--- src/pkg/chrs_pkg.sv ---
/*
 Shared constants of the channel reset and status logic: bus map,
 tag indices, status byte layout and timing counts.
 Assumes a single 125 MHz clock.
*/
package chrs_pkg;
   // Clock and tag timing
   localparam int CLK_PERIOD_NS = 8;
   localparam int TAG_MIN_NS = 250;
   localparam int DROP_MAX_NS = 6000;
   localparam int TAG_MIN_CYC = (TAG_MIN_NS + CLK_PERIOD_NS - 1) / CLK_PERIOD_NS;
   localparam int DROP_MAX_CYC = DROP_MAX_NS / CLK_PERIOD_NS;
   localparam int RST_BUSY_CYC = 64;
   // Outbound tag indices
   localparam int NTAG = 7;
   localparam int T_SEL = 0;
   localparam int T_HOLD = 1;
   localparam int T_ADDR = 2;
   localparam int T_CMD = 3;
   localparam int T_SRV = 4;
   localparam int T_SUP = 5;
   localparam int T_OPR = 6;
   // Register byte offsets
   localparam logic [7:0] OFS_CTRL = 8'h00;
   localparam logic [7:0] OFS_DEVADR = 8'h04;
   localparam logic [7:0] OFS_GEN = 8'h08;
   localparam logic [7:0] OFS_STATE = 8'h0C;
   localparam logic [7:0] OFS_SHOW = 8'h10;
   // Control fields
   localparam int C_ONLINE = 0;
   localparam int C_READY = 1;
   localparam int C_START = 2;
   // State fields
   localparam int S_OPIN = 0;
   localparam int S_BUSY = 1;
   localparam int S_PEND = 2;
   localparam int S_STACK = 3;
   localparam int S_CC = 4;
   localparam int S_RESET = 5;
   localparam int S_READY = 6;
   localparam int S_OVR = 7;
   // Status byte: bit 0 on the wire is the top index
   localparam int B_ATTN = 7;
   localparam int B_SM = 6;
   localparam int B_CUE = 5;
   localparam int B_BUSY = 4;
   localparam int B_CE = 3;
   localparam int B_DE = 2;
   localparam int B_UC = 1;
   localparam int B_UE = 0;
   localparam int B_PAR = 8;
   localparam logic [7:0] RDY_STATUS = 8'hA5;
   localparam logic [7:0] CHAIN_STOP = 8'hF3;
   typedef enum logic [2:0] {ST_IDLE, ST_REQ, ST_ADR, ST_STAT, ST_END, ST_RST} chrs_state_e;
endpackage

--- src/pkg/chrs_if.sv ---
/*
 Carrier between the core, the tag qualifier and the status store.
 Assumes all members run on the one system clock.
*/
`timescale 1ns/1ns
`default_nettype none
interface chrs_if;
   import chrs_pkg::*;
   logic [NTAG-1:0] tags;
   logic gen;
   logic [7:0] gen_bits;
   logic clear;
   logic accept;
   logic stack;
   logic have;
   logic stacked;
   logic [7:0] held;
   logic overrun;
   modport qual (output tags);
   modport store (input gen, gen_bits, clear, accept, stack,
      output have, stacked, held, overrun);
   modport core (input tags, have, stacked, held, overrun,
      output gen, gen_bits, clear, accept, stack);
endinterface
`default_nettype wire

--- src/chrs_top.sv ---
/*
 Control-unit end of a parallel channel: disconnect and reset
 detection on the outbound tags, and status byte presentation.
 Assumes an AHB-Lite master with single word transfers and a channel
 that keeps its own tag timing.
*/
// Overview of operation
// - Address rise with hold low, or hold fall with address high, disconnects.
// - Operational-in drops well within 6 us after a disconnect.
// - Disconnect removes all inbound signals and clears command chaining.
// - A disconnect alone never creates status.
// - Disconnected busy device stays busy until device end accepted; idle stays idle.
// - Operational-out falling with suppress high is selective reset; drop operational-in.
// - Selective reset clears only the active device and status; path stays busy.
// - Resets keep ready state, except a held-off switch change applies.
// - Device end may follow a selective reset.
// - Both tags low while online is system reset; clear all, busy meanwhile.
// - Status in high puts the addressed device's status byte on bus in.
// - Status byte is parity then attention through unit exception.
// - Status is presented for selection, endings, stacked and asynchronous cases.
// - Not-ready to ready generates attention, control unit end, device end and unit exception.
// - Accepted status is cleared and never presented again.
// - Status is held until accepted or reset; refused status becomes stacked.
// - Status of a channel-initiated operation returns to its own channel.
// - Status is never hidden or merged; a byte generated while one is held is dropped and sets overrun.
// - Asynchronous device conditions raise attention.
// - Attention ends the operation and cancels command chaining.
`timescale 1ns/1ns
`default_nettype none
module chrs_top (
   input wire logic clk_sys,
   input wire logic reset,
   input wire logic hsel,
   input wire logic [31:0] haddr,
   input wire logic [1:0] htrans,
   input wire logic hwrite,
   input wire logic [2:0] hsize,
   input wire logic [31:0] hwdata,
   input wire logic hready,
   output logic hreadyout,
   output logic hresp,
   output logic [31:0] hrdata,
   input wire logic select_out,
   input wire logic hold_out,
   input wire logic address_out,
   input wire logic command_out,
   input wire logic service_out,
   input wire logic suppress_out,
   input wire logic operational_out,
   input wire logic [7:0] bus_out,
   output logic operational_in,
   output logic address_in,
   output logic status_in,
   output logic request_in,
   output logic [8:0] bus_in
);
   import chrs_pkg::*;
   chrs_if cif ();
   logic [NTAG-1:0] tag_raw, t, tp_q;
   assign tag_raw = {operational_out, suppress_out, service_out, command_out,
                     address_out, hold_out, select_out};
   chrs_tag_qual u_qual (.clk_sys(clk_sys), .reset(reset), .tag_raw(tag_raw), .q(cif.qual));
   chrs_stat_store u_store (.clk_sys(clk_sys), .reset(reset), .s(cif.store));
   assign t = cif.tags;

   // AHB-Lite slave: one wait state so read data leaves a flop
   logic ph_q, ph_d, wt_q, wt_d, wr_q, wr_d;
   logic [7:0] ad_q, ad_d;
   logic [31:0] rd_q, rd_d;
   logic [31:0] state_word;
   logic wr_now;
   logic online_q, online_d, ready_sw_q, ready_sw_d, ready_q, ready_d;
   logic [7:0] devadr_q, devadr_d;
   always_comb begin
      ph_d = ph_q;
      wt_d = wt_q;
      wr_d = wr_q;
      ad_d = ad_q;
      rd_d = rd_q;
      if (ph_q && wt_q) begin
         wt_d = 1'b0;
         case (ad_q)
            OFS_CTRL: rd_d = {29'h0, 1'b0, ready_sw_q, online_q};
            OFS_DEVADR: rd_d = {24'h0, devadr_q};
            OFS_STATE: rd_d = state_word;
            OFS_SHOW: rd_d = {23'h0, ^cif.held == 1'b0, cif.held};
            default: rd_d = 32'h0000_0000;
         endcase
      end else if (ph_q) begin
         ph_d = 1'b0;
      end
      if (hready && hsel && htrans[1]) begin
         ph_d = 1'b1;
         wt_d = 1'b1;
         wr_d = hwrite;
         ad_d = haddr[7:0];
      end
   end
   always_ff @(posedge clk_sys) begin
      ph_q <= reset ? 1'b0 : ph_d;
      wt_q <= reset ? 1'b0 : wt_d;
      wr_q <= reset ? 1'b0 : wr_d;
      ad_q <= reset ? 8'h00 : ad_d;
      rd_q <= reset ? 32'h0000_0000 : rd_d;
   end
   assign hreadyout = !(ph_q && wt_q);
   assign hresp = 1'b0;
   assign hrdata = rd_q;
   assign wr_now = ph_q && !wt_q && wr_q;

   // Software-facing state; the unit reports busy for its whole system reset
   logic busy_q, busy_d, cc_q, cc_d;
   logic sys_rst, sel_rst, disc, conn;
   logic [6:0] rcnt_q, rcnt_d;
   chrs_state_e st_q, st_d;
   assign conn = operational_in;
   assign state_word = {24'h0, cif.overrun, ready_q, st_q == ST_RST, cc_q,
                        cif.stacked, cif.have, busy_q || st_q == ST_RST, operational_in};

   // Tag events, judged on qualified levels
   always_ff @(posedge clk_sys) begin
      tp_q <= reset ? '0 : t;
   end
   always_comb begin
      disc = conn && ((t[T_ADDR] && !tp_q[T_ADDR] && !t[T_HOLD]) ||
             (tp_q[T_HOLD] && !t[T_HOLD] && t[T_ADDR]));
      sel_rst = conn && tp_q[T_OPR] && !t[T_OPR] && t[T_SUP];
      sys_rst = online_q && !t[T_OPR] && !t[T_SUP];
   end

   // Device, switch and chaining state
   always_comb begin
      online_d = online_q;
      ready_sw_d = ready_sw_q;
      ready_d = ready_q;
      busy_d = busy_q;
      cc_d = cc_q;
      devadr_d = devadr_q;
      cif.gen = 1'b0;
      cif.gen_bits = 8'h00;
      if (wr_now && ad_q == OFS_CTRL) begin
         online_d = hwdata[C_ONLINE];
         ready_sw_d = hwdata[C_READY];
         if (hwdata[C_START] && !busy_q) begin
            busy_d = 1'b1;
            cc_d = 1'b1;
         end
      end
      if (wr_now && ad_q == OFS_DEVADR) begin
         devadr_d = hwdata[7:0];
      end
      if (wr_now && ad_q == OFS_GEN) begin
         cif.gen = 1'b1;
         cif.gen_bits = hwdata[7:0];
         if (hwdata[B_ATTN] && busy_q) begin
            busy_d = 1'b0;
            cc_d = 1'b0;
         end
      end
      // A switch change waits while busy, and one cycle behind a software byte
      if (ready_sw_q != ready_q && !busy_d && st_q != ST_RST && !cif.gen) begin
         ready_d = ready_sw_q;
         if (ready_sw_q) begin
            cif.gen = 1'b1;
            cif.gen_bits = RDY_STATUS;
         end
      end
      if (cif.accept && cif.held[B_DE]) begin
         busy_d = 1'b0;
      end
      if (cif.accept && ((cif.held & CHAIN_STOP) != 8'h00 || !t[T_SUP])) begin
         cc_d = 1'b0;
      end
      if (cif.stack || disc || sel_rst) begin
         cc_d = 1'b0;
      end
      if (st_q == ST_RST) begin
         busy_d = 1'b0;
         cc_d = 1'b0;
      end
   end
   always_ff @(posedge clk_sys) begin
      online_q <= reset ? 1'b0 : online_d;
      ready_sw_q <= reset ? 1'b0 : ready_sw_d;
      ready_q <= reset ? 1'b0 : ready_d;
      busy_q <= reset ? 1'b0 : busy_d;
      cc_q <= reset ? 1'b0 : cc_d;
      devadr_q <= reset ? 8'h00 : devadr_d;
   end

   // Connection sequence and inbound tags
   logic opi_d, adi_d, sti_d, rqi_d;
   logic opi_q, adi_q, sti_q, rqi_q;
   logic [8:0] bin_q, bin_d;
   always_comb begin
      st_d = st_q;
      rcnt_d = rcnt_q;
      opi_d = opi_q;
      adi_d = adi_q;
      sti_d = sti_q;
      rqi_d = cif.have && online_q && !conn && st_q == ST_IDLE;
      bin_d = bin_q;
      cif.accept = 1'b0;
      cif.stack = 1'b0;
      // Selective reset drops only the active device's status
      cif.clear = sel_rst || st_q == ST_RST;
      case (st_q)
         ST_IDLE: begin
            if (rqi_q && t[T_SEL] && t[T_HOLD] && !t[T_ADDR]) begin
               st_d = ST_ADR;
               opi_d = 1'b1;
               adi_d = 1'b1;
               bin_d = {^devadr_q == 1'b0, devadr_q};
            end
         end
         ST_ADR: begin
            if (t[T_CMD]) begin
               adi_d = 1'b0;
               bin_d = 9'h000;
               st_d = ST_REQ;
            end
         end
         ST_REQ: begin
            if (!t[T_CMD]) begin
               sti_d = 1'b1;
               bin_d = {^cif.held == 1'b0, cif.held};
               st_d = ST_STAT;
            end
         end
         ST_STAT: begin
            if (t[T_SRV]) begin
               cif.accept = 1'b1;
               sti_d = 1'b0;
               bin_d = 9'h000;
               st_d = ST_END;
            end else if (t[T_CMD]) begin
               cif.stack = 1'b1;
               sti_d = 1'b0;
               bin_d = 9'h000;
               st_d = ST_END;
            end
         end
         ST_END: begin
            if (!t[T_SRV] && !t[T_CMD] && !t[T_SEL]) begin
               opi_d = 1'b0;
               st_d = ST_IDLE;
            end
         end
         ST_RST: begin
            rcnt_d = rcnt_q + 7'h01;
            if (rcnt_q == 7'(RST_BUSY_CYC - 1) && !sys_rst) begin
               st_d = ST_IDLE;
            end
         end
         default: st_d = ST_IDLE;
      endcase
      // Disconnect and resets drop operational in, address in, status in and bus in next cycle
      if (disc || sel_rst || sys_rst) begin
         opi_d = 1'b0;
         adi_d = 1'b0;
         sti_d = 1'b0;
         bin_d = 9'h000;
         st_d = sys_rst ? ST_RST : ST_IDLE;
         rcnt_d = sys_rst ? 7'h00 : rcnt_d;
      end
   end
   always_ff @(posedge clk_sys) begin
      st_q <= reset ? ST_IDLE : st_d;
      rcnt_q <= reset ? 7'h00 : rcnt_d;
      opi_q <= reset ? 1'b0 : opi_d;
      adi_q <= reset ? 1'b0 : adi_d;
      sti_q <= reset ? 1'b0 : sti_d;
      rqi_q <= reset ? 1'b0 : rqi_d;
      bin_q <= reset ? 9'h000 : bin_d;
   end
   assign operational_in = opi_q;
   assign address_in = adi_q;
   assign status_in = sti_q;
   assign request_in = rqi_q;
   assign bus_in = bin_q;
endmodule
`default_nettype wire

--- src/chrs_tag_qual.sv ---
/*
 Synchronises the outbound tags and passes a level only after it has
 stood for the minimum tag time. Assumes tags come from the channel.
*/
`timescale 1ns/1ns
`default_nettype none
module chrs_tag_qual #(
   parameter int MIN_CYC = chrs_pkg::TAG_MIN_CYC
) (
   input wire logic clk_sys,
   input wire logic reset,
   input wire logic [chrs_pkg::NTAG-1:0] tag_raw,
   chrs_if.qual q
);
   import chrs_pkg::*;
   logic [NTAG-1:0] s1_q, s2_q;
   // Two-stage synchroniser; the first stage feeds only the second
   always_ff @(posedge clk_sys) begin
      s1_q <= reset ? '0 : tag_raw;
      s2_q <= reset ? '0 : s1_q;
   end
   // One stability filter per tag
   for (genvar i = 0; i < NTAG; i++) begin : g_tag
      logic [7:0] cnt_q, cnt_d;
      logic lvl_q, lvl_d;
      always_comb begin
         cnt_d = 8'h00;
         lvl_d = lvl_q;
         if (s2_q[i] != lvl_q) begin
            cnt_d = cnt_q + 8'h01;
            if (cnt_q == 8'(MIN_CYC - 1)) begin
               lvl_d = s2_q[i];
               cnt_d = 8'h00;
            end
         end
      end
      always_ff @(posedge clk_sys) begin
         cnt_q <= reset ? 8'h00 : cnt_d;
         lvl_q <= reset ? 1'b0 : lvl_d;
      end
      assign q.tags[i] = lvl_q;
   end
endmodule
`default_nettype wire

--- src/chrs_stat_store.sv ---
/*
 Holds one status byte from generation until accepted or reset, and
 marks it stacked once refused. Assumes the core offers it.
*/
`timescale 1ns/1ns
`default_nettype none
module chrs_stat_store (
   input wire logic clk_sys,
   input wire logic reset,
   chrs_if.store s
);
   import chrs_pkg::*;
   logic have_q, have_d, stk_q, stk_d, ovr_q, ovr_d;
   logic [7:0] held_q, held_d;
   // Acceptance wins over a new byte only for the byte it consumed
   always_comb begin
      have_d = have_q;
      stk_d = stk_q;
      held_d = held_q;
      ovr_d = ovr_q;
      if (s.accept) begin
         have_d = 1'b0;
         stk_d = 1'b0;
         held_d = 8'h00;
      end else if (s.stack) begin
         stk_d = 1'b1;
      end
      if (s.clear) begin
         have_d = 1'b0;
         stk_d = 1'b0;
         held_d = 8'h00;
      end
      if (s.gen) begin
         // Never merge into a held byte: that could change its meaning
         if (have_d) begin
            ovr_d = 1'b1;
         end else begin
            have_d = 1'b1;
            held_d = s.gen_bits;
         end
      end
   end
   always_ff @(posedge clk_sys) begin
      have_q <= reset ? 1'b0 : have_d;
      stk_q <= reset ? 1'b0 : stk_d;
      held_q <= reset ? 8'h00 : held_d;
      ovr_q <= reset ? 1'b0 : ovr_d;
   end
   assign s.have = have_q;
   assign s.stacked = stk_q;
   assign s.held = held_q;
   assign s.overrun = ovr_q;
endmodule
`default_nettype wire

--- config.mk ---
export PLATFORM = sky130hd
export DESIGN_NAME = chrs_top
export DESIGN_NICKNAME = d
export VERILOG_FILES = /design/src/pkg/chrs_pkg.sv /design/src/pkg/chrs_if.sv /design/src/chrs_top.sv /design/src/chrs_tag_qual.sv /design/src/chrs_stat_store.sv
export SDC_FILE = /design/constraint.sdc
export NUM_CORES = 1
export LEC_CHECK = 0
export BUFFER_PORTS_ARGS = -buffer_cell sky130_fd_sc_hd__buf_2
export CORE_UTILIZATION = 49
export DETAILED_ROUTE_END_ITERATION = 10
export PLACE_DENSITY = 0.87
export SLEW_MARGIN = 20
export SYNTH_ARGS = -nofsm -noshare
export SYNTH_HDL_FRONTEND = slang
export SYNTH_SLANG_ARGS = --single-unit
--- constraint.sdc ---
create_clock -name clk_sys -period 1.88 [get_ports clk_sys]
set_input_delay 0.282 -clock clk_sys [delete_from_list [all_inputs] [get_ports clk_sys]]
set_output_delay 0.282 -clock clk_sys [all_outputs]
set_load 0.1 [all_outputs]
==> report_table.html, run 1 <==
<table>
<tr><th>Metric</th><th>Value</th></tr>
<tr><th colspan="2">Clocking</th></tr>
<tr><td>Number of buffers created by CTS</td><td>17</td></tr>
<tr><td>Clock tree buffer depth</td><td>2</td></tr>
<tr><td>Insertion delay of the later-clocked pin in the worst-skew pair</td><td>about 420 ps</td></tr>
<tr><td>Clock sinks</td><td>147</td></tr>
<tr><td>Clock-pin transition on the worst setup and hold timing paths</td><td>about 60 ps</td></tr>
<tr><td>Setup bufs post-CTS</td><td>0</td></tr>
<tr><td>CTS Root Buffer Type</td><td>sky130_fd_sc_hd__clkbuf_16</td></tr>
<tr><td>CTS tree</td><td>built</td></tr>
<tr><td>H-tree levels</td><td>4</td></tr>
<tr><td>Post-CTS Hold Fix Bufs</td><td>0</td></tr>
<tr><th colspan="2">Global routing</th></tr>
<tr><td>Global-route wire length before repair</td><td>22.8 mm</td></tr>
<tr><td>Pin count of the biggest net entering global routing</td><td>18</td></tr>
<tr><td>Remaining Overflow, GRT</td><td>0</td></tr>
<tr><td>Via count of the first global-routing pass</td><td>4860</td></tr>
<tr><td>Number of antenna violations at the first check in global routing</td><td>0</td></tr>
<tr><td>Total Routing Usage GR</td><td>21.7%</td></tr>
<tr><th colspan="2">Floorplanning</th></tr>
<tr><td>Vertical extent of the die</td><td>between 100 and 150 um</td></tr>
<tr><td>Die Outline Area</td><td>13700 um^2</td></tr>
<tr><td>Chip width</td><td>117 um</td></tr>
<tr><td>Starting utilization of the core area</td><td>50.7%</td></tr>
<tr><td>Count of boundary I/O pins</td><td>136</td></tr>
<tr><td>Core ar.</td><td>roughly 13000 um^2</td></tr>
<tr><td>FP Rows</td><td>41</td></tr>
<tr><th colspan="2">Timing</th></tr>
<tr><td>Fraction of the cycle the final worst path needs</td><td>104%</td></tr>
<tr><td>Tightest hold margin</td><td>64.9 ps</td></tr>
<tr><td>Clock Skew</td><td>8.01 ps</td></tr>
<tr><td>Minimum clock period after layout</td><td>1960 ps</td></tr>
<tr><td>Slew of the pin with the lowest slew margin</td><td>541 ps</td></tr>
<tr><td>Number of endpoints with negative hold slack in the final report</td><td>0</td></tr>
<tr><td>Setup repair after global routing missed its margin</td><td>yes</td></tr>
<tr><td>Achievable clock frequency</td><td>between 0.5 and 0.6 GHz</td></tr>
<tr><td>Final-layout setup total negative slack</td><td>-689 ps</td></tr>
<tr><td>Post-route setup slack</td><td>-76.3 ps</td></tr>
<tr><td>Relative slew margins</td><td>63.9%</td></tr>
<tr><td>Final Max Slew Viols</td><td>0</td></tr>
<tr><td>Count of endpoints failing setup in the final report</td><td>18</td></tr>
<tr><th colspan="2">Drt</th></tr>
<tr><td>Via count</td><td>~5000</td></tr>
<tr><td>DR pass1 iterations</td><td>5</td></tr>
<tr><td>Detailed-route DRC error count</td><td>0</td></tr>
<tr><td>Number of violations reported at the end of detailed-routing iteration 0</td><td>about 270</td></tr>
<tr><td>Routed Wire Length</td><td>13.8 mm</td></tr>
<tr><td>Average wire length per cell after detail routing</td><td>14.2 um</td></tr>
<tr><td>Remaining number of nets flagged by the antenna check after routing</td><td>0</td></tr>
<tr><td>Via-per-instance ratio</td><td>roughly 5.3</td></tr>
<tr><th colspan="2">Critical path</th></tr>
<tr><td>Kind of launch point of the worst setup path</td><td>flip-flop</td></tr>
<tr><td>Worst reg2reg path startpoint</td><td>ad_q[4]$_SDFFE_PP0P_</td></tr>
<tr><td>CP startpoint</td><td>ad_q[4]$_SDFFE_PP0P_</td></tr>
<tr><td>Sort of element at the end of the critical path</td><td>flip-flop</td></tr>
<tr><td>Setup CP Type</td><td>reg -&gt; reg</td></tr>
<tr><td>Worst reg2reg setup slack</td><td>-80 ps</td></tr>
<tr><td>Endpoint of the worst setup timing path</td><td>u_store.s.held[5]$_SDFF_PP0_</td></tr>
<tr><td>Critical Path RT</td><td>2190 ps</td></tr>
<tr><td>Critical path arrival</td><td>roughly 2300 ps</td></tr>
<tr><td>Maximum fanout along the worst path</td><td>4</td></tr>
<tr><td>Worst r2r dst</td><td>u_store.s.held[5]$_SDFF_PP0_</td></tr>
<tr><td>Number of cell instances on the worst register-to-register path</td><td>5</td></tr>
<tr><th colspan="2">Final layout</th></tr>
<tr><td>Final Cell Area</td><td>7660 um^2</td></tr>
<tr><td>Ratio of cells with drive above 1 in the final layout</td><td>18.4%</td></tr>
<tr><td>Non-filler instance count after layout</td><td>between 900 and 1000</td></tr>
<tr><td>Area added between synthesis and finish</td><td>18.4%</td></tr>
<tr><td>Layout Nets</td><td>885</td></tr>
<tr><td>Final core utilization</td><td>60.0%</td></tr>
<tr><td>Total inserted antenna cells</td><td>0</td></tr>
<tr><th colspan="2">Logic synthesis</th></tr>
<tr><td>Number of instances in the synthesized netlist</td><td>706</td></tr>
<tr><td>Area share of the largest cell type after synthesis</td><td>45.5%</td></tr>
<tr><td>Netlist Area Pre-Place</td><td>6470 um^2</td></tr>
<tr><td>Register area share after synthesis</td><td>45.5%</td></tr>
<tr><td>Average footprint of a synthesized cell</td><td>9.17 um^2</td></tr>
<tr><td>Top area cells in the synthesized netlist</td><td>sky130_fd_sc_hd__dfxtp_1 45%, sky130_fd_sc_hd__nor2_1 6.6%, sky130_fd_sc_hd__xnor2_1 4.6%</td></tr>
<tr><td>Cell variety after synth</td><td>63</td></tr>
<tr><td>Share of synthesized flip-flops with an asynchronous set or reset</td><td>0%</td></tr>
<tr><td>Synthesized flop and latch total</td><td>approximately 150</td></tr>
<tr><td>Primary flip-flop cell chosen by synthesis mapping</td><td>sky130_fd_sc_hd__dfxtp_1</td></tr>
<tr><td>Biggest area consumer among synthesized cells</td><td>sky130_fd_sc_hd__dfxtp_1</td></tr>
<tr><td>Number of warning messages in the yosys log</td><td>0</td></tr>
<tr><td>Count of flip-flops with a built-in enable after synthesis</td><td>0</td></tr>
<tr><th colspan="2">Placement</th></tr>
<tr><td>Cell area after placement</td><td>about 7000 um^2</td></tr>
<tr><td>Number of cells in the design after placement</td><td>938</td></tr>
<tr><td>Number of port buffers</td><td>51</td></tr>
<tr><td>Dpl ws</td><td>-106 ps</td></tr>
<tr><td>RD Place Congestion</td><td>roughly 0.83</td></tr>
<tr><td>HPWL after DPL</td><td>~9.7 mm</td></tr>
<tr><th colspan="2">Worst hold path</th></tr>
<tr><td>Class of the tightest hold or removal check</td><td>in -&gt; reg</td></tr>
<tr><th colspan="2">Power</th></tr>
<tr><td>Sequential cell fraction of total power</td><td>~44%</td></tr>
<tr><td>Leak pwr</td><td>3.17 nW</td></tr>
<tr><td>Power per cell area</td><td>930 nW/um^2</td></tr>
<tr><td>Switching portion of total power</td><td>23.4%</td></tr>
<tr><td>Switching component of the power</td><td>1.67 mW</td></tr>
<tr><td>Internal power of the cells</td><td>5.46 mW</td></tr>
<tr><td>Post-layout total power</td><td>7.13 mW</td></tr>
<tr><td>Part of the total power dissipated in the clock network</td><td>49.4%</td></tr>
<tr><td>Combinational group share of total power</td><td>6.2%</td></tr>
<tr><td>Worst-case vdd ir drop</td><td>554 uV</td></tr>
<tr><th colspan="2">Outcome</th></tr>
<tr><td>Failing checks</td><td>setup timing</td></tr>
<tr><td>Run status</td><td>finished with violations</td></tr>
<tr><th colspan="2">Run</th></tr>
<tr><td>Number of max-cap violations</td><td>0</td></tr>
</table>
[state kept, by name, indices dropped and copies added, names as in the netlist, 3 cells and up]
name                flops
u_qual.s2_q             7
u_qual.g_tag.lvl_q      7
bus_in                  9
st_q                    3
rcnt_q                  7
u_qual.g_tag.cnt_q     56
ad_q                    8
tp_q                    3
devadr_q                8
u_qual.s1_q             7
hrdata                  9
u_store.s.held          8
[cell usage after synthesis, drive strengths merged (20+ instances only)]
master,number
dfxtp,147
nor2,114
nand2,53
xnor2,34
xor2,31
buf,29
nand3,28
a21oi,27
nor2b,25
inv,22
mux2i,21
nand2b,20
[cells by family after synthesis]
family,after synthesis,share of synthesized area (%)
AOI/OAI and AO/OA,78,9.01
xor gates and xnor gates,65,8.80
adders and majority gates,11,2.13
buffers and inverters,70,5.51
DFF,147,45.5
muxes,30,4.81
other,1,0.0579
and+or+nand+nor,304,24.2
[power by group through the flow]
stage | Clock [mW] | Combinational, mW | Sequential [mW]
3_5_place_dp | 0 | 0.432 | 3.23
5_1_grt | 3.71 | 0.468 | 3.17
2_1_floorplan | 0 | 0.367 | 3.25
6_report | 3.52 | 0.443 | 3.17
3_3_place_gp | 0 | 0.428 | 3.23
4_1_cts | 3.56 | 0.440 | 3.17
[worst min path at each step]
stage / start / to / cells after the start / slack, ps
floorplan: hwdata[1] / u_store.s.held[1]$_SDFF_PP0_ / 1 / 410
global placement: u_qual.s1_q[1]$_SDFF_PP0_ / u_qual.s2_q[1]$_SDFF_PP0_ / 1 / 430
detailed placement: u_qual.s1_q[4]$_SDFF_PP0_ / u_qual.s2_q[4]$_SDFF_PP0_ / 1 / 420
CTS: address_out / u_qual.s1_q[2]$_SDFF_PP0_ / 2 / 50
global route: operational_out / u_qual.s1_q[6]$_SDFF_PP0_ / 2 / 80
finish: address_out / u_qual.s1_q[2]$_SDFF_PP0_ / 2 / 60
[final cells by class]
type / instances / area, um^2
fill: 1068 / 5110
multi-input combinational: 512 / 3280
sequential: 147 / 2950
timing repair buffer: 85 / 517
clock buffer: 19 / 433
tap: 172 / 215
clock inverter: 12 / 183
inverter: 22 / 82.6
[what timing repair did]
action                     4_1_cts  5_1_grt
resized for setup                4        5
setup endpoints to repair       19       23
pin swaps                        4        6
[worst max-delay path, stage by stage, from the launching register on]
cell and delay [ps]:
sky130_fd_sc_hd__dfxtp_1 310, sky130_fd_sc_hd__or4b_4 530, sky130_fd_sc_hd__or4_4 560, sky130_fd_sc_hd__a21oi_4 200, sky130_fd_sc_hd__or3_4 190, sky130_fd_sc_hd__a2bb2oi_1 60
[routing by layer]
layer  up-vias  GRT usage [%]  part of all wire (%)
li1       2521              -                     -
met1      2432           26.1                    43
met2       150           37.0                    50
met3        24           5.61                   5.3
met4         0           8.52                   1.9
met5         -              0                     0
[placed cells by master (no fill, tap or decap), drive strengths merged, types with 2 or more instances in the layout]
| master | instances |
|---|---|
| nand2 | 53 |
| o21ai | 5 |
| dfxtp | 147 |
| a21oi | 27 |
| bufinv | 4 |
| a222oi | 6 |
| mux2i | 21 |
| clkinvlp | 3 |
| conb | 24 |
| nand3 | 28 |
| a22oi | 10 |
| mux2 | 9 |
| nand4 | 8 |
| xnor2 | 34 |
| a22o | 10 |
| or4 | 6 |
| nand4b | 3 |
| nand3b | 3 |
| a2bb2oi | 4 |
| and3 | 9 |
| ha | 11 |
| a21boi | 2 |
| inv | 23 |
| nor2 | 114 |
| nor4 | 6 |
| nand2b | 20 |
| nor3 | 10 |
| clkinv | 4 |
| or2 | 3 |
| and4 | 3 |
| xor2 | 31 |
| clkbuf | 20 |
| buf | 84 |
| nor4b | 4 |
| a211oi | 3 |
| nor2b | 25 |
| or3 | 3 |
Power figures use the tool's default switching activity.
==> inputs of run 2 (changes only) <==
--- a/config.mk
+++ b/config.mk
@@ -8,8 +8,9 @@
 export BUFFER_PORTS_ARGS = -buffer_cell sky130_fd_sc_hd__buf_2
 export CORE_UTILIZATION = 49
 export DETAILED_ROUTE_END_ITERATION = 10
+export GPL_TIMING_DRIVEN = 0
 export PLACE_DENSITY = 0.87
-export SLEW_MARGIN = 20
+export SLEW_MARGIN = 0
 export SYNTH_ARGS = -nofsm -noshare
 export SYNTH_HDL_FRONTEND = slang
 export SYNTH_SLANG_ARGS = --single-unit
==> run 2 against run 1 <==
Net effect: the flow still finishes with violations (setup timing); routed wire length grew 2.3%; clock skew is essentially flat; die area is the same; power grew 4.6%; maximum frequency decreased by 2.7%; via count rose by 1.3%; clock power up 8.0%; core utilization rose by 1.6 points; final cell count is 1.9% higher; largest cell class unchanged.
==> report_table.html, run 2 (synthesis gave the netlist of run 1 again) <==
<table>
<tr><th>Metric</th><th>Value</th></tr>
<tr><th colspan="2">Critical path</th></tr>
<tr><td>Worst reg2reg setup slack</td><td>-130 ps (-60 ps)</td></tr>
<tr><td>Critical Path RT</td><td>2190 ps (about the same)</td></tr>
<tr><td>Critical path arrival</td><td>2320 ps (+50 ps)</td></tr>
<tr><td>Crit-path cells</td><td>or4b_4 -&gt; or4_4 -&gt; a21oi_4 -&gt; or3_4 -&gt; a2bb2oi_1</td></tr>
<tr><td>Number of cell instances on the worst register-to-register path</td><td>5 (unchanged)</td></tr>
<tr><td>Max incr delay on CP</td><td>560 ps (about the same)</td></tr>
<tr><td>CP startpoint</td><td>ad_q[3]$_SDFFE_PP0P_</td></tr>
<tr><td>Sort of element at the end of the critical path</td><td>flip-flop</td></tr>
<tr><td>Worst r2r dst</td><td>u_store.s.held[5]$_SDFF_PP0_</td></tr>
<tr><td>Setup CP Type</td><td>reg -&gt; reg</td></tr>
<tr><td>Kind of launch point of the worst setup path</td><td>flip-flop</td></tr>
<tr><td>Maximum fanout along the worst path</td><td>4 (unchanged)</td></tr>
<tr><td>Worst reg2reg path startpoint</td><td>ad_q[3]$_SDFFE_PP0P_</td></tr>
<tr><td>Crit-path slowest cell</td><td>sky130_fd_sc_hd__or4_4</td></tr>
<tr><td>Endpoint of the worst setup timing path</td><td>u_store.s.held[5]$_SDFF_PP0_</td></tr>
<tr><th colspan="2">Placement</th></tr>
<tr><td>Dpl ws</td><td>-369 ps (-263 ps)</td></tr>
<tr><td>Number of cells in the design after placement</td><td>952 (+1.5%)</td></tr>
<tr><td>Number of port buffers</td><td>51 (unchanged)</td></tr>
<tr><td>HPWL after DPL</td><td>9.52 mm (-2.2%)</td></tr>
<tr><td>RD Place Congestion</td><td>0.847 (+1.5%)</td></tr>
<tr><th colspan="2">Floorplanning</th></tr>
<tr><td>Vertical extent of the die</td><td>117 um (unchanged)</td></tr>
<tr><td>FP Rows</td><td>41 (unchanged)</td></tr>
<tr><td>Count of boundary I/O pins</td><td>136 (unchanged)</td></tr>
<tr><td>Core ar.</td><td>12800 um^2 (unchanged)</td></tr>
<tr><td>Starting utilization of the core area</td><td>50.7% (unchanged)</td></tr>
<tr><td>Die Outline Area</td><td>13700 um^2 (unchanged)</td></tr>
<tr><td>Chip width</td><td>117 um (unchanged)</td></tr>
<tr><th colspan="2">Final layout</th></tr>
<tr><td>Top library cells by usage in the layout, fill and taps aside</td><td>141 x sky130_fd_sc_hd__dfxtp_1, 113 x sky130_fd_sc_hd__nor2_1, 52 x sky130_fd_sc_hd__nand2_1</td></tr>
<tr><td>Layout Nets</td><td>902 (+1.9%)</td></tr>
<tr><td>Max reg flops</td><td>56 (unchanged)</td></tr>
<tr><td>Total inserted antenna cells</td><td>0 (unchanged)</td></tr>
<tr><td>Largest reg by FF count</td><td>u_qual.g_tag.cnt_q</td></tr>
<tr><td>Number of inserted filler cells in the final layout</td><td>985 (-7.8%)</td></tr>
<tr><td>Ratio of cells with drive above 1 in the final layout</td><td>20.5% (+2.0 points)</td></tr>
<tr><td>Most frequent standard cell in the layout excluding fill and tap cells</td><td>sky130_fd_sc_hd__dfxtp_1</td></tr>
<tr><td>Area added between synthesis and finish</td><td>21.6%</td></tr>
<tr><td>Non-filler instance count after layout</td><td>987 (+1.9%)</td></tr>
<tr><th colspan="2">Timing</th></tr>
<tr><td>Number of endpoints with negative hold slack in the final report</td><td>0 (unchanged)</td></tr>
<tr><td>Setup repair after global routing missed its margin</td><td>yes</td></tr>
<tr><td>Fraction of the cycle the final worst path needs</td><td>107% (+2.9 points)</td></tr>
<tr><td>Clock Skew</td><td>8.38 ps (+0.365 ps)</td></tr>
<tr><td>Slew of the pin with the lowest slew margin</td><td>597 ps (+55.6 ps)</td></tr>
<tr><td>Minimum clock period after layout</td><td>2010 ps (+55.0 ps)</td></tr>
<tr><td>Count of endpoints failing setup in the final report</td><td>16 (-2)</td></tr>
<tr><td>Post-route setup slack</td><td>-131 ps (-55.0 ps)</td></tr>
<tr><td>Achievable clock frequency</td><td>0.497 GHz (-2.7%)</td></tr>
<tr><td>Relative slew margins</td><td>60.2% (-3.7 points)</td></tr>
<tr><td>Final-layout setup total negative slack</td><td>-1080 ps (-394 ps)</td></tr>
<tr><td>Final Max Slew Viols</td><td>0 (unchanged)</td></tr>
<tr><th colspan="2">Drt</th></tr>
<tr><td>Number of violations reported at the end of detailed-routing iteration 0</td><td>321 (+20%)</td></tr>
<tr><td>DR pass1 iterations</td><td>7 (+2)</td></tr>
<tr><td>Via-per-instance ratio</td><td>5.26 (-0.58%)</td></tr>
<tr><td>Average wire length per cell after detail routing</td><td>14.3 um (+0.47%)</td></tr>
<tr><td>Detailed-route DRC error count</td><td>0 (unchanged)</td></tr>
<tr><td>Remaining number of nets flagged by the antenna check after routing</td><td>0 (unchanged)</td></tr>
<tr><td>Routed Wire Length</td><td>14.1 mm (+2.3%)</td></tr>
<tr><td>Via count</td><td>5192 (+1.3%)</td></tr>
<tr><th colspan="2">Clocking</th></tr>
<tr><td>Clock tree buffer depth</td><td>2 (unchanged)</td></tr>
<tr><td>CTS Root Buffer Type</td><td>sky130_fd_sc_hd__clkbuf_16</td></tr>
<tr><td>CTS tree</td><td>built</td></tr>
<tr><td>Post-CTS Hold Fix Bufs</td><td>0 (unchanged)</td></tr>
<tr><td>Insertion delay of the later-clocked pin in the worst-skew pair</td><td>420 ps (about the same)</td></tr>
<tr><td>Clock-pin transition on the worst setup and hold timing paths</td><td>60 ps (about the same)</td></tr>
<tr><td>Clock sinks</td><td>147 (unchanged)</td></tr>
<tr><td>Number of buffers created by CTS</td><td>17 (unchanged)</td></tr>
<tr><td>H-tree levels</td><td>4 (unchanged)</td></tr>
<tr><th colspan="2">Global routing</th></tr>
<tr><td>Global-route wire length before repair</td><td>22.6 mm (-0.88%)</td></tr>
<tr><td>Number of antenna violations at the first check in global routing</td><td>0 (unchanged)</td></tr>
<tr><td>Pin count of the biggest net entering global routing</td><td>17 (-1)</td></tr>
<tr><td>Via count of the first global-routing pass</td><td>4925 (+1.3%)</td></tr>
<tr><td>Total Routing Usage GR</td><td>21.7% (about the same)</td></tr>
<tr><td>Remaining Overflow, GRT</td><td>0 (unchanged)</td></tr>
<tr><th colspan="2">Outcome</th></tr>
<tr><td>Run status</td><td>finished with violations</td></tr>
<tr><td>Failing checks</td><td>setup timing</td></tr>
<tr><th colspan="2">Power</th></tr>
<tr><td>Worst-case vdd ir drop</td><td>636 uV (+15%)</td></tr>
<tr><td>Leak pwr</td><td>3.28 nW (+3.2%)</td></tr>
<tr><td>Post-layout total power</td><td>7.46 mW (+4.6%)</td></tr>
<tr><td>Power per cell area</td><td>947 nW/um^2 (+1.9%)</td></tr>
<tr><th colspan="2">Worst hold path</th></tr>
<tr><td>Class of the tightest hold or removal check</td><td>in -&gt; reg</td></tr>
<tr><td>Hold path startpoint</td><td>select_out</td></tr>
<tr><th colspan="2">Run</th></tr>
<tr><td>Number of max-cap violations</td><td>0 (unchanged)</td></tr>
</table>
run 2: what timing repair did:
item                                    4_1_cts  5_1_grt
gates resized for setup                      20       19
endpoints found under the setup margin       38       44
buffers inserted                              8        1
pin swaps                                    13       13
run 2: layout make-up:
class / count / area [um^2] / area share (%)
multi-input combinational: 512 / 3350 / 42.6
sequential: 147 / 2960 / 37.6
clock buffer: 23 / 498 / 6.33
timing repair buffer: 60 / 333 / 4.23
buffer: 42 / 264 / 3.35
tap: 172 / 215 / 2.73
clock inverter: 9 / 173 / 2.19
inverter: 22 / 82.6 / 1.05
run 2: metrics by stage:
| step | cell area, um^2 | util (%) | hold WS (ps) |
|---|---|---|---|
| global route | 7870 | 61.6 | 88.9 |
| global placement | 7030 | 55.1 | 426 |
| finish | 7870 | 61.6 | 77.4 |
| floorplan | 6560 | - | 407 |
| CTS | 7820 | 61.2 | 70.5 |
| detailed placement | 7030 | 55.1 | 427 |
run 2: critical path: cells and delay by family (launching register included):
| family | cells | cell delay [ps] |
|---|---|---|
| compound gates | 2 | 270 |
| flops | 1 | 340 |
| simple gates | 3 | 1280 |
run 2: power by group:
part	internal [mW]	leakage (nW)	switching, mW
Clock	2.53	0.329	1.28
Combinational	0.126	1.76	0.363
Sequential	3.14	1.19	0.0224
run 2: worst min path at each step:
stage	to	slack, ps	cells past startpoint
final	u_qual.s1_q[0]$_SDFF_PP0_	80	2
after global routing	u_qual.s1_q[1]$_SDFF_PP0_	90	2
after CTS	u_qual.s1_q[0]$_SDFF_PP0_	70	2
after detailed placement	u_qual.s2_q[4]$_SDFF_PP0_	430	1
after global placement	u_qual.s2_q[3]$_SDFF_PP0_	430	1
after floorplan	u_store.s.held[1]$_SDFF_PP0_	410	1
run 2: routing by layer:
metal  vias to the layer above  wire length [um]  global-route usage, %
met5                         -                 0                      0
met1                      2423              5950                   25.9
li1                       2560                 -                      -
met2                       180              7060                   36.4
met4                         0               264                   8.95
met3                        29               811                   6.44
==> inputs of run 3 (changes only) <==
--- a/config.mk
+++ b/config.mk
@@ -6,10 +6,10 @@
 export NUM_CORES = 1
 export LEC_CHECK = 0
 export BUFFER_PORTS_ARGS = -buffer_cell sky130_fd_sc_hd__buf_2
-export CORE_UTILIZATION = 49
+export CORE_UTILIZATION = 55
 export DETAILED_ROUTE_END_ITERATION = 10
 export GPL_TIMING_DRIVEN = 0
-export PLACE_DENSITY = 0.87
+export PLACE_DENSITY_LB_ADDON = 0.05
 export SLEW_MARGIN = 0
 export SYNTH_ARGS = -nofsm -noshare
 export SYNTH_HDL_FRONTEND = slang
==> constraint.sdc (replaced) <==
create_clock -name clk_sys -period 2.15 [get_ports clk_sys]
set_input_delay 0.3225 -clock clk_sys [delete_from_list [all_inputs] [get_ports clk_sys]]
set_output_delay 0.3225 -clock clk_sys [all_outputs]
set_load 0.1 [all_outputs]
==> run 3 against run 2 <==
Net effect: the run now ends clean; via count shrank 2.6%; power decreased by 20%; critical path depth fell by 2; register-to-register slack improved by 220 ps; worst hold slack improved by 51 ps; count of clock-buffer cells in the layout rose by 2; first-iteration DRC count decreased by 44%; flip-flop and latch count unchanged; final area down 3.8%; sequential share of layout area grew 1.3 points; sequential power decreased by 13%; clock skew is 3.2 ps lower; highest routed layer unchanged.
==> report_table.html, run 3 (synthesis gave the netlist of run 1 again) <==
<table>
<tr><th>Metric</th><th>Value</th></tr>
<tr><th colspan="2">Drt</th></tr>
<tr><td>Detailed-route DRC error count</td><td>0 (unchanged)</td></tr>
<tr><td>DR pass1 iterations</td><td>5 (-2)</td></tr>
<tr><td>Remaining number of nets flagged by the antenna check after routing</td><td>0 (unchanged)</td></tr>
<tr><td>Routed Wire Length</td><td>13.6 mm (-3.7%)</td></tr>
<tr><td>Via-per-instance ratio</td><td>5.31 (+0.87%)</td></tr>
<tr><td>Via count</td><td>5057 (-2.6%)</td></tr>
<tr><td>Number of violations reported at the end of detailed-routing iteration 0</td><td>181 (-44%)</td></tr>
<tr><td>Average wire length per cell after detail routing</td><td>14.2 um (-0.28%)</td></tr>
<tr><th colspan="2">Critical path</th></tr>
<tr><td>Setup CP Type</td><td>reg -&gt; out</td></tr>
<tr><td>CP startpoint</td><td>ph_q$_SDFFE_PP0P_</td></tr>
<tr><td>Buffers and inverters on the worst path</td><td>2 (+2)</td></tr>
<tr><td>Kind of launch point of the worst setup path</td><td>flip-flop</td></tr>
<tr><td>Sort of element at the end of the critical path</td><td>output port</td></tr>
<tr><td>Worst reg2reg path startpoint</td><td>ad_q[2]$_SDFFE_PP0P_</td></tr>
<tr><td>Critical Path RT</td><td>1830 ps (-360 ps)</td></tr>
<tr><td>Maximum fanout along the worst path</td><td>8 (+4)</td></tr>
<tr><td>Cell type group with the largest total delay on the critical path</td><td>buffers and inverters</td></tr>
<tr><td>Critical path arrival</td><td>1740 ps (-580 ps)</td></tr>
<tr><td>Max incr delay on CP</td><td>510 ps (-50 ps)</td></tr>
<tr><td>Crit-path cells</td><td>clkbuf_1 -&gt; nand2_1 -&gt; buf_2</td></tr>
<tr><td>Crit-path slowest cell</td><td>sky130_fd_sc_hd__buf_2</td></tr>
<tr><th colspan="2">Final layout</th></tr>
<tr><td>Max reg flops</td><td>56 (unchanged)</td></tr>
<tr><td>Ratio of cells with drive above 1 in the final layout</td><td>16.4% (-4.1 points)</td></tr>
<tr><td>Final Cell Area</td><td>7570 um^2 (-3.8%)</td></tr>
<tr><td>Most frequent standard cell in the layout excluding fill and tap cells</td><td>sky130_fd_sc_hd__dfxtp_1</td></tr>
<tr><td>Top library cells by usage in the layout, fill and taps aside</td><td>146 x sky130_fd_sc_hd__dfxtp_1, 114 x sky130_fd_sc_hd__nor2_1, 54 x sky130_fd_sc_hd__buf_2</td></tr>
<tr><td>Final core utilization</td><td>66.0% (+4.4 points)</td></tr>
<tr><td>Total inserted antenna cells</td><td>0 (unchanged)</td></tr>
<tr><td>Number of inserted filler cells in the final layout</td><td>954 (-3.1%)</td></tr>
<tr><td>Non-filler instance count after layout</td><td>953 (-3.4%)</td></tr>
<tr><td>Storage cell area</td><td>2940 um^2 (-0.38%)</td></tr>
<tr><td>Area used by multi-input combinational logic</td><td>3280 um^2 (-2.2%)</td></tr>
<tr><td>Area added between synthesis and finish</td><td>16.9%</td></tr>
<tr><td>Largest reg by FF count</td><td>u_qual.g_tag.cnt_q</td></tr>
<tr><td>Layout Nets</td><td>899 (-0.33%)</td></tr>
<tr><th colspan="2">Power</th></tr>
<tr><td>Leak pwr</td><td>3.16 nW (-3.6%)</td></tr>
<tr><td>Power per cell area</td><td>785 nW/um^2 (-17%)</td></tr>
<tr><td>Worst-case vdd ir drop</td><td>495 uV (-22%)</td></tr>
<tr><td>Post-layout total power</td><td>5.94 mW (-20%)</td></tr>
<tr><th colspan="2">Global routing</th></tr>
<tr><td>Number of antenna violations at the first check in global routing</td><td>0 (unchanged)</td></tr>
<tr><td>Pin count of the biggest net entering global routing</td><td>17 (unchanged)</td></tr>
<tr><td>Remaining Overflow, GRT</td><td>0 (unchanged)</td></tr>
<tr><td>Global-route wire length before repair</td><td>22.5 mm (-0.76%)</td></tr>
<tr><td>Via count of the first global-routing pass</td><td>4824 (-2.1%)</td></tr>
<tr><td>Total Routing Usage GR</td><td>22.9% (+1.2 points)</td></tr>
<tr><th colspan="2">Clocking</th></tr>
<tr><td>Clock-pin transition on the worst setup and hold timing paths</td><td>50 ps (about the same)</td></tr>
<tr><td>CTS tree</td><td>built</td></tr>
<tr><td>Number of buffers created by CTS</td><td>17 (unchanged)</td></tr>
<tr><td>Clock sinks</td><td>147 (unchanged)</td></tr>
<tr><td>CTS Root Buffer Type</td><td>sky130_fd_sc_hd__clkbuf_16</td></tr>
<tr><td>Post-CTS Hold Fix Bufs</td><td>0 (unchanged)</td></tr>
<tr><td>Clock tree buffer depth</td><td>2 (unchanged)</td></tr>
<tr><td>H-tree levels</td><td>4 (unchanged)</td></tr>
<tr><td>Insertion delay of the later-clocked pin in the worst-skew pair</td><td>420 ps (about the same)</td></tr>
<tr><th colspan="2">Placement</th></tr>
<tr><td>Number of cells in the design after placement</td><td>923 (-3.0%)</td></tr>
<tr><td>RD Place Congestion</td><td>0.811 (-4.2%)</td></tr>
<tr><td>Cell area after placement</td><td>6990 um^2 (-0.57%)</td></tr>
<tr><td>Number of port buffers</td><td>51 (unchanged)</td></tr>
<tr><td>HPWL after DPL</td><td>10.1 mm (+6.3%)</td></tr>
<tr><th colspan="2">Worst hold path</th></tr>
<tr><td>Hold path startpoint</td><td>service_out</td></tr>
<tr><td>Class of the tightest hold or removal check</td><td>in -&gt; reg</td></tr>
<tr><th colspan="2">Floorplanning</th></tr>
<tr><td>Vertical extent of the die</td><td>110 um (-5.5%)</td></tr>
<tr><td>Core ar.</td><td>11500 um^2 (-10%)</td></tr>
<tr><td>Die Outline Area</td><td>12200 um^2 (-11%)</td></tr>
<tr><td>Count of boundary I/O pins</td><td>136 (unchanged)</td></tr>
<tr><td>Starting utilization of the core area</td><td>56.4% (+5.8 points)</td></tr>
<tr><td>Chip width</td><td>110 um (-5.5%)</td></tr>
<tr><td>FP Rows</td><td>39 (-4.9%)</td></tr>
<tr><th colspan="2">Timing</th></tr>
<tr><td>Setup repair after global routing missed its margin</td><td>no</td></tr>
<tr><td>Relative slew margins</td><td>41.4% (-19 points)</td></tr>
<tr><td>Minimum clock period after layout</td><td>2070 ps</td></tr>
<tr><td>Count of endpoints failing setup in the final report</td><td>0 (-16)</td></tr>
<tr><td>Final Max Slew Viols</td><td>0 (unchanged)</td></tr>
<tr><td>Clock Skew</td><td>5.20 ps (-3.18 ps)</td></tr>
<tr><td>Number of endpoints with negative hold slack in the final report</td><td>0 (unchanged)</td></tr>
<tr><td>Achievable clock frequency</td><td>0.484 GHz</td></tr>
<tr><td>Final-layout setup total negative slack</td><td>0 ps (+1080 ps)</td></tr>
<tr><td>Fraction of the cycle the final worst path needs</td><td>96.2%</td></tr>
<tr><td>Slew of the pin with the lowest slew margin</td><td>872 ps (+276 ps)</td></tr>
<tr><th colspan="2">Run</th></tr>
<tr><td>Number of max-cap violations</td><td>0 (unchanged)</td></tr>
<tr><th colspan="2">Outcome</th></tr>
<tr><td>Run status</td><td>completed</td></tr>
</table>
-- run 3: report_power, final --
part	switching, mW	internal (mW)	total (mW)
Sequential	0.0166	2.75	2.77
Clock	1.04	1.72	2.76
Combinational	0.311	0.0955	0.406
Total	1.37	4.57	5.94
-- run 3: worst reg2reg max path, cell delays in order (launching register included) --
cell and delay, ps:
sky130_fd_sc_hd__dfxtp_1 290, sky130_fd_sc_hd__buf_2 160, sky130_fd_sc_hd__or4b_1 570, sky130_fd_sc_hd__or4_4 470
sky130_fd_sc_hd__a21oi_4 200, sky130_fd_sc_hd__o21a_4 170, sky130_fd_sc_hd__a22o_1 140
-- run 3: layout make-up --
class	instances	area share, %
plain buffers	48	3.65
clock buffers	25	6.68
clock inverters	5	0.661
inverters	22	1.09
multi-input cells	512	43.3
flip-flops and latches	147	38.9
well taps	143	2.36
repair buffers	51	3.37
-- run 3: repair_timing --
item | 4_1_cts | 5_1_grt
gates resized for setup | 0 | 7
endpoints found under the setup margin | 0 | 10
setup buffers | 0 | 0
-- run 3: per-stage QoR --
stage	hold WS, ps	setup slack, ps
final	128	82.7
after global routing	128	2.18
after detailed placement	429	-99.3
after floorplan	414	93.7
after CTS	123	8.36
after global placement	418	-79.2
-- run 3: per-layer routing --
metal / vias to the layer above / part of all wire (%) / GRT usage, %
met4: 0 / 1.8 / 9.24
met3: 21 / 4.8 / 4.99
met1: 2362 / 44 / 27.8
li1: 2546 / - / -
met2: 128 / 49 / 39.2
met5: - / 0 / 0
-- run 3: final timing paths --
check | slack (ps) | to | depth (start not counted)
worst max-delay path | 80 | hreadyout | 3
worst max register to register | 90 | u_store.s.held[4]$_SDFF_PP0_ | 6
worst min register to register | 440 | u_qual.s2_q[4]$_SDFF_PP0_ | 1
worst min-delay path | 130 | u_qual.s1_q[4]$_SDFF_PP0_ | 2
